**config.mk**
```make
export PLATFORM = sky130hd
export DESIGN_NAME = adi_detect
export DESIGN_NICKNAME = d
export VERILOG_FILES = /design/src/adi_pkg.sv /design/src/adi_detect.sv /design/src/adi_delay_timer.sv
export SDC_FILE = /design/constraint.sdc
export NUM_CORES = 1
export LEC_CHECK = 0
export BUFFER_PORTS_ARGS = -buffer_cell sky130_fd_sc_hd__buf_2
export CORE_ASPECT_RATIO = 0.6
export CORE_MARGIN = 4
export CORE_UTILIZATION = 55
export DETAILED_ROUTE_END_ITERATION = 7
export HOLD_SLACK_MARGIN = 0.1
export PLACE_DENSITY = 0.75
export SLEW_MARGIN = 20
export SYNTH_ARGS = -nofsm -noshare
export SYNTH_HDL_FRONTEND = slang
export SYNTH_HIERARCHICAL = 1
export SYNTH_SLANG_ARGS = --single-unit
export TNS_END_PERCENT = 30
```
**constraint.sdc**
```tcl
create_clock -name clk_i -period 3.1 [get_ports clk_i]
set_input_delay 0.465 -clock clk_i [delete_from_list [all_inputs] [get_ports clk_i]]
set_output_delay 0.465 -clock clk_i [all_outputs]
set_load 0.01 [all_outputs]
```
**src/adi_pkg.sv**
```systemverilog
// Purpose: constants, types and helpers of the accessory impedance detect
// Assumes: 50 MHz system clock, registers on classic Wishbone, 32-bit data
// Notes: register indices are word indices; byte address is four times
//
// Notes on behaviour
// - Band-enable bits six to zero enable bands above 475 down to 14 ohm.
// - Measured band is a nine-bit one-hot field at result bits 10:2.
// - Result bit one is set only while the reported band is valid.
// - Result bit zero shows an accessory below 30k ohm is present.
// - Detection powers the second bias reference itself when measuring.
// - Without forced bias, power it only around each measurement.
// - Wait the programmed bias settle delay before measuring from cold.
// - A band in a disabled range reports as the next lower enabled band.
// - A measurement takes 100 to 500 us; high impedance finishes sooner.
// - All detection timing runs from the system clock.
// - With all bands on, tell a microphone from seven button loads.
// - Settle delay field 15:12, reset 0111, 0 to 512ms doubling steps.
// - Interval field 11:8, reset 0110, same coding as settle delay.
// - Raise an event on insertion, removal or impedance change.

package adi_pkg;

  // ----------------------------------------------------------------------
  // timing
  // ----------------------------------------------------------------------
  localparam int ADI_CLK_MHZ = 50;
  localparam int ADI_TICK_US = 250;
  localparam int ADI_TICK_CYCLES = ADI_TICK_US * ADI_CLK_MHZ;
  localparam int ADI_MEAS_MAX_US = 500;
  localparam int ADI_MEAS_TIMEOUT_CYCLES = ADI_MEAS_MAX_US * ADI_CLK_MHZ;
  localparam int ADI_TICKS_W = 12;
  localparam logic [3:0] ADI_CODE_MAX = 4'hC;
  localparam logic [ADI_TICKS_W-1:0] ADI_TICKS_MAX = 12'h800;

  // ----------------------------------------------------------------------
  // register map
  // ----------------------------------------------------------------------
  localparam int ADI_ADR_W = 10;
  localparam logic [7:0] ADI_IDX_CONTROL = 8'hD0;
  localparam logic [7:0] ADI_IDX_BAND_EN = 8'hD1;
  localparam logic [7:0] ADI_IDX_RESULT = 8'hD2;
  localparam logic [7:0] ADI_IDX_BIAS = 8'hD3;

  localparam int ADI_SETTLE_LSB = 12;
  localparam int ADI_INTERVAL_LSB = 8;
  localparam int ADI_DEBOUNCE_BIT = 1;
  localparam int ADI_DETECT_ON_BIT = 0;
  localparam int ADI_BAND_LSB = 2;
  localparam int ADI_VALID_BIT = 1;
  localparam int ADI_PRESENT_BIT = 0;
  localparam int ADI_DISCHARGE_BIT = 2;
  localparam int ADI_RAMP_SLOW_BIT = 1;
  localparam int ADI_BIAS_ON_BIT = 0;

  localparam logic [15:0] ADI_CONTROL_RST = 16'h7600;
  localparam logic [7:0] ADI_BAND_EN_RST = 8'h7F;
  localparam logic [2:0] ADI_BIAS_RST = 3'h0;

  localparam logic [2:0] ADI_DB_SHORT = 3'h2;
  localparam logic [2:0] ADI_DB_LONG = 3'h4;

  // ----------------------------------------------------------------------
  // types
  // ----------------------------------------------------------------------
  typedef enum logic [1:0] {
    ADI_IDLE = 2'h0,
    ADI_SETTLE = 2'h1,
    ADI_MEASURE = 2'h3,
    ADI_INTERVAL = 2'h2
  } adi_state_type;

  typedef struct packed {
    logic [8:0] band;
    logic valid;
    logic present;
  } adi_result_type;

  // delay code to quarter-millisecond ticks: 0, then doubling, capped
  function automatic logic [ADI_TICKS_W-1:0] adi_code_ticks(
    input logic [3:0] code
  );
    logic [ADI_TICKS_W-1:0] t;
    t = '0;
    if (code >= ADI_CODE_MAX) begin
      t = ADI_TICKS_MAX;
    end else if (code != 4'h0) begin
      t = 12'h001 << (code - 4'h1);
    end
    return t;
  endfunction : adi_code_ticks

endpackage : adi_pkg

```
**src/adi_detect.sv**
```systemverilog
// Purpose: periodic accessory impedance detection with bias control
// Assumes: analogue front end measures on request and returns a band
// Notes: registers on classic Wishbone, one aligned word per register

`timescale 1ns/1ps

module adi_detect import adi_pkg::*; #(
  parameter int TICK_CYCLES = ADI_TICK_CYCLES,
  parameter int MEAS_TIMEOUT = ADI_MEAS_TIMEOUT_CYCLES
) (
  input wire logic clk_i,                  // system clock
  input wire logic rst_i,                  // synchronous reset
  input wire logic wb_cyc_i,               // bus cycle
  input wire logic wb_stb_i,               // strobe
  input wire logic wb_we_i,                // write enable
  input wire logic [ADI_ADR_W-1:0] wb_adr_i, // byte address
  input wire logic [3:0] wb_sel_i,         // byte lanes
  input wire logic [31:0] wb_dat_i,        // write data
  output logic [31:0] wb_dat_o,            // read data
  output logic wb_ack_o,                   // acknowledge
  output logic bias_enable_o,              // bias reference two power
  output logic bias_ramp_slow_o,           // pop-free ramp select
  output logic bias_discharge_o,           // bias discharge control
  output logic measure_active_o,           // measurement request level
  input wire logic meas_done_i,            // measurement finished pulse
  input wire logic [7:0] meas_band_i,      // raw one-hot band, bit0 <3 ohm
  input wire logic meas_open_i,            // load above 30k ohm
  output logic detect_event_o              // change event pulse
);

  // ----------------------------------------------------------------------
  // register state
  // ----------------------------------------------------------------------
  logic [15:0] control_ff;
  logic [7:0] band_enable_mask_ff;
  logic [2:0] bias_ctrl_ff;
  logic ack_ff;
  logic [31:0] rdata_ff;
  adi_result_type result_ff;

  wire logic [3:0] bias_settle_delay = control_ff[ADI_SETTLE_LSB +: 4];
  wire logic [3:0] measure_interval = control_ff[ADI_INTERVAL_LSB +: 4];
  wire logic debounce_long = control_ff[ADI_DEBOUNCE_BIT];
  wire logic detect_on = control_ff[ADI_DETECT_ON_BIT];
  wire logic bias_ref_on = bias_ctrl_ff[ADI_BIAS_ON_BIT];

  // ----------------------------------------------------------------------
  // bus decode
  // ----------------------------------------------------------------------
  wire logic [7:0] bus_idx = wb_adr_i[ADI_ADR_W-1:2];
  wire logic bus_req = wb_cyc_i && wb_stb_i && !ack_ff;
  wire logic bus_wr = bus_req && wb_we_i;
  wire logic hit_control = (bus_idx == ADI_IDX_CONTROL);
  wire logic hit_band_en = (bus_idx == ADI_IDX_BAND_EN);
  wire logic hit_result = (bus_idx == ADI_IDX_RESULT);
  wire logic hit_bias = (bus_idx == ADI_IDX_BIAS);
  wire logic wr_control = bus_wr && hit_control;
  wire logic wr_band_en = bus_wr && hit_band_en && wb_sel_i[0];
  wire logic wr_bias = bus_wr && hit_bias && wb_sel_i[0];

  wire logic [15:0] result_word = {5'h00, result_ff.band,
    result_ff.valid, result_ff.present};

  wire logic [31:0] read_mux =
    hit_control ? {16'h0000, control_ff} :
    hit_band_en ? {24'h000000, band_enable_mask_ff} :
    hit_result ? {16'h0000, result_word} :
    hit_bias ? {29'h00000000, bias_ctrl_ff} :
    32'h00000000;

  // ----------------------------------------------------------------------
  // bus slave
  // ----------------------------------------------------------------------
  always_ff @(posedge clk_i) begin
    if (rst_i) begin
      ack_ff <= 1'b0;
      rdata_ff <= 32'h00000000;
    end else begin
      ack_ff <= bus_req;
      if (bus_req) begin
        rdata_ff <= read_mux;
      end
    end
  end

  // settle delay and interval fields, detection enable
  always_ff @(posedge clk_i) begin
    if (rst_i) begin
      control_ff <= ADI_CONTROL_RST;
    end else if (wr_control) begin
      if (wb_sel_i[1]) begin
        control_ff[15:8] <= wb_dat_i[15:8];
      end
      if (wb_sel_i[0]) begin
        control_ff[7:0] <= {6'h00, wb_dat_i[1:0]};
      end
    end
  end

  // bit seven is stored as written and ignored by the band logic
  always_ff @(posedge clk_i) begin
    if (rst_i) begin
      band_enable_mask_ff <= ADI_BAND_EN_RST;
    end else if (wr_band_en) begin
      band_enable_mask_ff <= wb_dat_i[7:0];
    end
  end

  always_ff @(posedge clk_i) begin
    if (rst_i) begin
      bias_ctrl_ff <= ADI_BIAS_RST;
    end else if (wr_bias) begin
      bias_ctrl_ff <= wb_dat_i[2:0];
    end
  end

  assign wb_ack_o = ack_ff;
  assign wb_dat_o = rdata_ff;

  // ----------------------------------------------------------------------
  // band folding
  // ----------------------------------------------------------------------
  // enable bit k gates reported band k+1; band zero is always on
  logic [8:0] fold_pass;
  logic [7:0] folded_band;
  assign fold_pass[8] = 1'b0;

  genvar gi;
  generate
    for (gi = 7; gi >= 1; gi--) begin : g_fold
      wire logic hit = meas_band_i[gi] || fold_pass[gi+1];
      wire logic en = band_enable_mask_ff[gi-1];
      assign folded_band[gi] = hit && en;
      assign fold_pass[gi] = hit && !en;
    end
  endgenerate

  assign fold_pass[0] = 1'b0;
  assign folded_band[0] = meas_band_i[0] || fold_pass[1];

  wire logic [8:0] sample_band = meas_open_i ? 9'h000 :
    {1'b0, folded_band};
  wire logic sample_present = !meas_open_i;

  // ----------------------------------------------------------------------
  // measurement sequencer
  // ----------------------------------------------------------------------
  adi_state_type state_ff;
  adi_state_type nxt_state;
  logic timer_start;
  logic timer_done;
  logic [15:0] meas_cnt_ff;

  wire logic meas_timeout = (meas_cnt_ff == 16'(MEAS_TIMEOUT - 1));
  wire logic meas_end = (state_ff == ADI_MEASURE) &&
    (meas_done_i || meas_timeout);
  wire logic meas_good = (state_ff == ADI_MEASURE) && meas_done_i;
  wire logic [3:0] timer_code = (nxt_state == ADI_SETTLE) ?
    bias_settle_delay : measure_interval;

  always_comb begin
    nxt_state = state_ff;
    timer_start = 1'b0;
    case (state_ff)
      ADI_IDLE: begin
        if (detect_on) begin
          if (bias_ref_on) begin
            nxt_state = ADI_MEASURE;
          end else begin
            nxt_state = ADI_SETTLE;
            timer_start = 1'b1;
          end
        end
      end
      ADI_SETTLE: begin
        if (timer_done) begin
          nxt_state = ADI_MEASURE;
        end
      end
      ADI_MEASURE: begin
        if (meas_end) begin
          nxt_state = ADI_INTERVAL;
          timer_start = 1'b1;
        end
      end
      ADI_INTERVAL: begin
        if (timer_done) begin
          if (bias_ref_on) begin
            nxt_state = ADI_MEASURE;
          end else begin
            nxt_state = ADI_SETTLE;
            timer_start = 1'b1;
          end
        end
      end
      default: begin
        nxt_state = ADI_IDLE;
      end
    endcase
    if (!detect_on) begin
      nxt_state = ADI_IDLE;
      timer_start = 1'b0;
    end
  end

  always_ff @(posedge clk_i) begin
    if (rst_i) begin
      state_ff <= ADI_IDLE;
    end else begin
      state_ff <= nxt_state;
    end
  end

  always_ff @(posedge clk_i) begin
    if (rst_i || state_ff != ADI_MEASURE) begin
      meas_cnt_ff <= 16'h0000;
    end else if (!meas_timeout) begin
      meas_cnt_ff <= meas_cnt_ff + 16'h0001;
    end
  end

  adi_delay_timer #(
    .TICK_CYCLES(TICK_CYCLES)
  ) u_timer (
    .clk_i(clk_i),
    .rst_i(rst_i),
    .abort_i(!detect_on),
    .start_i(timer_start),
    .code_i(timer_code),
    .done_o(timer_done)
  );

  // ----------------------------------------------------------------------
  // bias and front-end control
  // ----------------------------------------------------------------------
  wire logic seq_needs_bias = detect_on && (nxt_state == ADI_SETTLE ||
    nxt_state == ADI_MEASURE);
  logic bias_enable_ff;
  logic measure_active_ff;

  always_ff @(posedge clk_i) begin
    if (rst_i) begin
      bias_enable_ff <= 1'b0;
      measure_active_ff <= 1'b0;
    end else begin
      bias_enable_ff <= bias_ref_on || seq_needs_bias;
      measure_active_ff <= (nxt_state == ADI_MEASURE);
    end
  end

  assign bias_enable_o = bias_enable_ff;
  assign measure_active_o = measure_active_ff;
  assign bias_ramp_slow_o = bias_ctrl_ff[ADI_RAMP_SLOW_BIT];
  assign bias_discharge_o = bias_ctrl_ff[ADI_DISCHARGE_BIT];

  // ----------------------------------------------------------------------
  // debounce and reporting
  // ----------------------------------------------------------------------
  logic [8:0] cand_band_ff;
  logic cand_present_ff;
  logic [2:0] cand_cnt_ff;
  logic event_ff;

  wire logic [2:0] db_need = debounce_long ? ADI_DB_LONG : ADI_DB_SHORT;
  wire logic same_cand = (sample_band == cand_band_ff) &&
    (sample_present == cand_present_ff) && (cand_cnt_ff != 3'h0);
  wire logic [2:0] nxt_cand_cnt = !same_cand ? 3'h1 :
    (cand_cnt_ff == db_need) ? cand_cnt_ff : cand_cnt_ff + 3'h1;
  wire logic commit = meas_good && (nxt_cand_cnt == db_need);
  wire logic changed = !result_ff.valid ||
    (result_ff.band != sample_band) ||
    (result_ff.present != sample_present);

  always_ff @(posedge clk_i) begin
    if (rst_i || !detect_on) begin
      cand_band_ff <= 9'h000;
      cand_present_ff <= 1'b0;
      cand_cnt_ff <= 3'h0;
    end else if (meas_good) begin
      cand_band_ff <= sample_band;
      cand_present_ff <= sample_present;
      cand_cnt_ff <= nxt_cand_cnt;
    end
  end

  always_ff @(posedge clk_i) begin
    if (rst_i || !detect_on) begin
      result_ff <= '0;
    end else if (commit) begin
      result_ff.band <= sample_band;
      result_ff.present <= sample_present;
      result_ff.valid <= 1'b1;
    end
  end

  always_ff @(posedge clk_i) begin
    if (rst_i) begin
      event_ff <= 1'b0;
    end else begin
      event_ff <= detect_on && commit && changed;
    end
  end

  assign detect_event_o = event_ff;

endmodule : adi_detect

```
**src/adi_delay_timer.sv**
```systemverilog
// Purpose: delay of a coded number of quarter-millisecond ticks
// Assumes: start restarts the tick divider, so no partial first tick
// Notes: code zero gives done one cycle after start

`timescale 1ns/1ps

module adi_delay_timer import adi_pkg::*; #(
  parameter int TICK_CYCLES = ADI_TICK_CYCLES
) (
  input wire logic clk_i,        // system clock
  input wire logic rst_i,        // synchronous reset
  input wire logic abort_i,      // stop without done
  input wire logic start_i,      // load code and start
  input wire logic [3:0] code_i, // delay code
  output logic done_o            // one-cycle pulse at expiry
);

  logic [ADI_TICKS_W-1:0] ticks_ff;
  logic [15:0] cyc_ff;
  logic busy_ff;
  logic done_ff;
  wire logic [ADI_TICKS_W-1:0] load_ticks = adi_code_ticks(code_i);
  wire logic tick = (cyc_ff == 16'(TICK_CYCLES - 1));
  wire logic last = busy_ff && tick && (ticks_ff == 12'h001);

  always_ff @(posedge clk_i) begin
    if (rst_i || abort_i) begin
      busy_ff <= 1'b0;
      done_ff <= 1'b0;
      ticks_ff <= '0;
      cyc_ff <= '0;
    end else if (start_i) begin
      ticks_ff <= load_ticks;
      cyc_ff <= '0;
      busy_ff <= (load_ticks != '0);
      done_ff <= (load_ticks == '0);
    end else begin
      done_ff <= last;
      if (busy_ff) begin
        cyc_ff <= tick ? 16'h0000 : cyc_ff + 16'h0001;
        if (tick) begin
          ticks_ff <= ticks_ff - 12'h001;
        end
        if (last) begin
          busy_ff <= 1'b0;
        end
      end
    end
  end

  assign done_o = done_ff;

endmodule : adi_delay_timer

```
==> run metrics <==
sum of buffers and inverters on the critical path 0; EDFF count, synth 0; reg-to-reg slack, setup 0.35 ns; Max transition margin 0.523; area delta synth->final 11.2%; total CTS buffers 9; RSZ-0062 raised after global routing false; worst r2r path cells 8; FP Rows 29; area of the multi-input gates 0.00352 mm^2; Max VDD drop 314 uV; Antenna Cells 0; Tmin final 2.75 ns; Detailed Routing Iterations Pass 1 6; Post-DP HPWL 12,100 um; number of port buffers 62; Final Setup Violations 0; num ports 99; core area 0.0106 mm^2; Total Nets Final 851; share of cells above drive strength 1 0.162; Power Total 0.00275 W; WP data required 3.38 ns; #FFs+latches synth 111; final WL 16,300 um; max incr delay on CP 0.49 ns; Distinct cells, synth 80; H-tree levels 3; met3 routed WL 1710 um; Max Freq 363 MHz; synthesized area per cell 8.22 um^2; Horiz. Die Dim 143 um; final hold violation count 0; cell count after synthesis 732; cts repair resizes 0; WHS Path Cells 2; # Post-CTS Setup Buffers 0; full die area 0.0127 mm^2; largest net degree at the start of global routing 46; clock root buffer clkbuf_16; WL per Instance 17.5 um; Hold Crit Start wb_dat_i[6]; RR Startpoint state_ff[0]$_SDFF_PP0_; CTS tree built; Total GRT Usage 0.257; Clock Latency Late Sink 0.35 ns; first-pass GRT wire length 26,200 um; Syn Std Cell Area 0.00602 mm^2; post-route DRC violation count 0; Top Layer Used met4; vias in the first global route 5,191; Least-Margin Pin Slew 0.710 ns; Seq. cell area 0.00222 mm^2; CP top delay family simple AND/OR/NAND/NOR gates; critical path peak fanout 9; Iter 0 DRT Violations 472; fin. max-slew vios 0; Antenna Nets Post-Route 0; Final Skew 0.00817 ns; CTS Buffer Depth 2; Worst-path clk slew 0.08 ns; Worst setup EP type register; Remaining Overflow, GRT 0; maxcap violations 0; routed vias/inst 6.13; reg-to-reg endpoint u_timer/ticks_ff[3]$_SDFFE_PP0P_; wl on met1 7520 um; met2 WL 6810 um; die height 89.0 um; top_reg_cell synth dfxtp_1; CP Launch Type register; fill count 933; Crit Path Class reg2reg; Fin Setup TNS 0 ns; ys async rst share 0; Leak 2.38 nW; # clock sinks 111; Hold Path Sink band_enable_mask_ff[6]$_SDFFE_PP1P_; initial antenna violation count 0; status finished, final reports clean; Starting Density 0.566; Tightest Hold Check Type in2reg; sequential-to-total area share from yosys stat 0.369; final worst-path cycle share 0.888; Hold Buf Count CTS 0; worst-path cell chain nor2_1 > a211oi_1 > nand2_1 > mux2_2 > nand3b_1 > nor3_1 > o21ai_0 > a21oi_1; WP data arrival 3.03 ns; GPL Wtd Cong 0.980; Synth warnings 6; CP max stage cell a211oi_1; pwr/cell area 410 mW/mm^2; vias 5,690
-- report_power, final --
group | switching, W | internal, W | total (W) | leakage (nW)
logic | 0.0000941 | 0.0000540 | 0.000148 | 1.34
registers | 0.00000149 | 0.00143 | 0.00143 | 0.895
clock network | 0.000563 | 0.000608 | 0.00117 | 0.147
-- synth_stat cells, drive strengths merged (7+ instances only) --
master,instances,area (um^2)
a31oi,7,43.8
nor2b,30,188
nor4,12,103
clkbuf,24,90.1
a211o,13,114
xnor2,22,200
xor2,21,184
mux2i,14,140
or3,7,43.8
a22oi,8,60.1
dfxtp,111,2220
nor2,99,372
nand4,17,106
nor3,31,181
mux2,7,78.8
nand2,56,213
nand2b,10,62.6
nand3,29,155
inv,14,52.6
o21ai,29,156
buf,27,189
a21oi,53,265
-- final cells by class --
type                    instances  area share
flip-flops and latches        111       0.332
inverters                      14     0.00785
clock buffers                  11      0.0378
repair buffers                 77      0.0632
multi-input cells             571       0.526
clock inverters                 5     0.00711
well taps                     139      0.0260
-- metal layers --
layer  global-route usage  up-vias
met4               0.0587        0
met2                0.388      297
met1                0.374     2670
li1                     -     2692
met5                    0        -
met3               0.0625       31
-- state kept, by name (all words and copies together) (netlist names) --
register             count
cand_band_ff             8
cand_cnt_ff              3
u_timer/done_o           1
meas_cnt_ff             16
u_timer/ticks_ff        12
wb_ack_o                 1
band_enable_mask_ff      8
wb_dat_o                16
detect_event_o           1
control_ff              10
u_timer/busy_ff          1
measure_active_o         1
result_ff               10
bias_enable_o            1
bias_ctrl_ff             3
state_ff                 2
u_timer/cyc_ff          16
cand_present_ff          1
-- worst max path at each step --
stage                                        to                   startpoint  cells past startpoint
5_1_grt        u_timer/ticks_ff[3]$_SDFFE_PP0P_       state_ff[0]$_SDFF_PP0_                      8
6_report       u_timer/ticks_ff[3]$_SDFFE_PP0P_       state_ff[0]$_SDFF_PP0_                      8
2_1_floorplan  u_timer/ticks_ff[5]$_SDFFE_PP0P_  meas_cnt_ff[3]$_SDFFE_PP0N_                      9
3_5_place_dp        cand_cnt_ff[1]$_SDFFE_PP0P_                  meas_open_i                      8
3_3_place_gp          u_timer/done_o$_SDFF_PP0_  meas_cnt_ff[3]$_SDFFE_PP0N_                      7
4_1_cts          u_timer/cyc_ff[5]$_SDFFE_PP0P_  meas_cnt_ff[3]$_SDFFE_PP0N_                      8
-- cell usage in the layout, fill, tap and decap left out, drive strengths merged, types with 12 or more instances in the layout --
master  synthesis  layout
xor2           21      21
o21ai          29      29
nor3           31      31
nor2           99      99
xnor2          22      22
dfxtp         111     111
buf            27      77
a21oi          53      53
nor4           12      12
nand2          56      56
a211o          13      13
nand4          17      17
inv            14      18
nand3          29      29
nor2b          30      30
conb            1      16
mux2i          14      14
-- logic make-up after synthesis --
family | after synthesis | synth area share
compound gates | 156 | 0.173
xor+xnor | 43 | 0.0638
fa+ha+maj | 6 | 0.0125
buf+inv | 65 | 0.0551
flops | 111 | 0.369
mux | 21 | 0.0364
other cells | 1 | 0.000623
simple gates | 329 | 0.289
-- per-stage QoR --
stage	std cells	setup slack (ns)	utilization	hold slack, ns	cell area [um^2]
final	928	0.346	0.629	0.312	6690
after global routing	928	0.200	0.629	0.305	6690
after CTS	928	0.468	0.629	0.309	6690
after detailed placement	912	0.494	0.601	0.450	6390
after global placement	912	0.522	0.601	0.441	6390
after floorplan	747	0.551	-	0.449	6070
(Power assumes the default switching activity.)
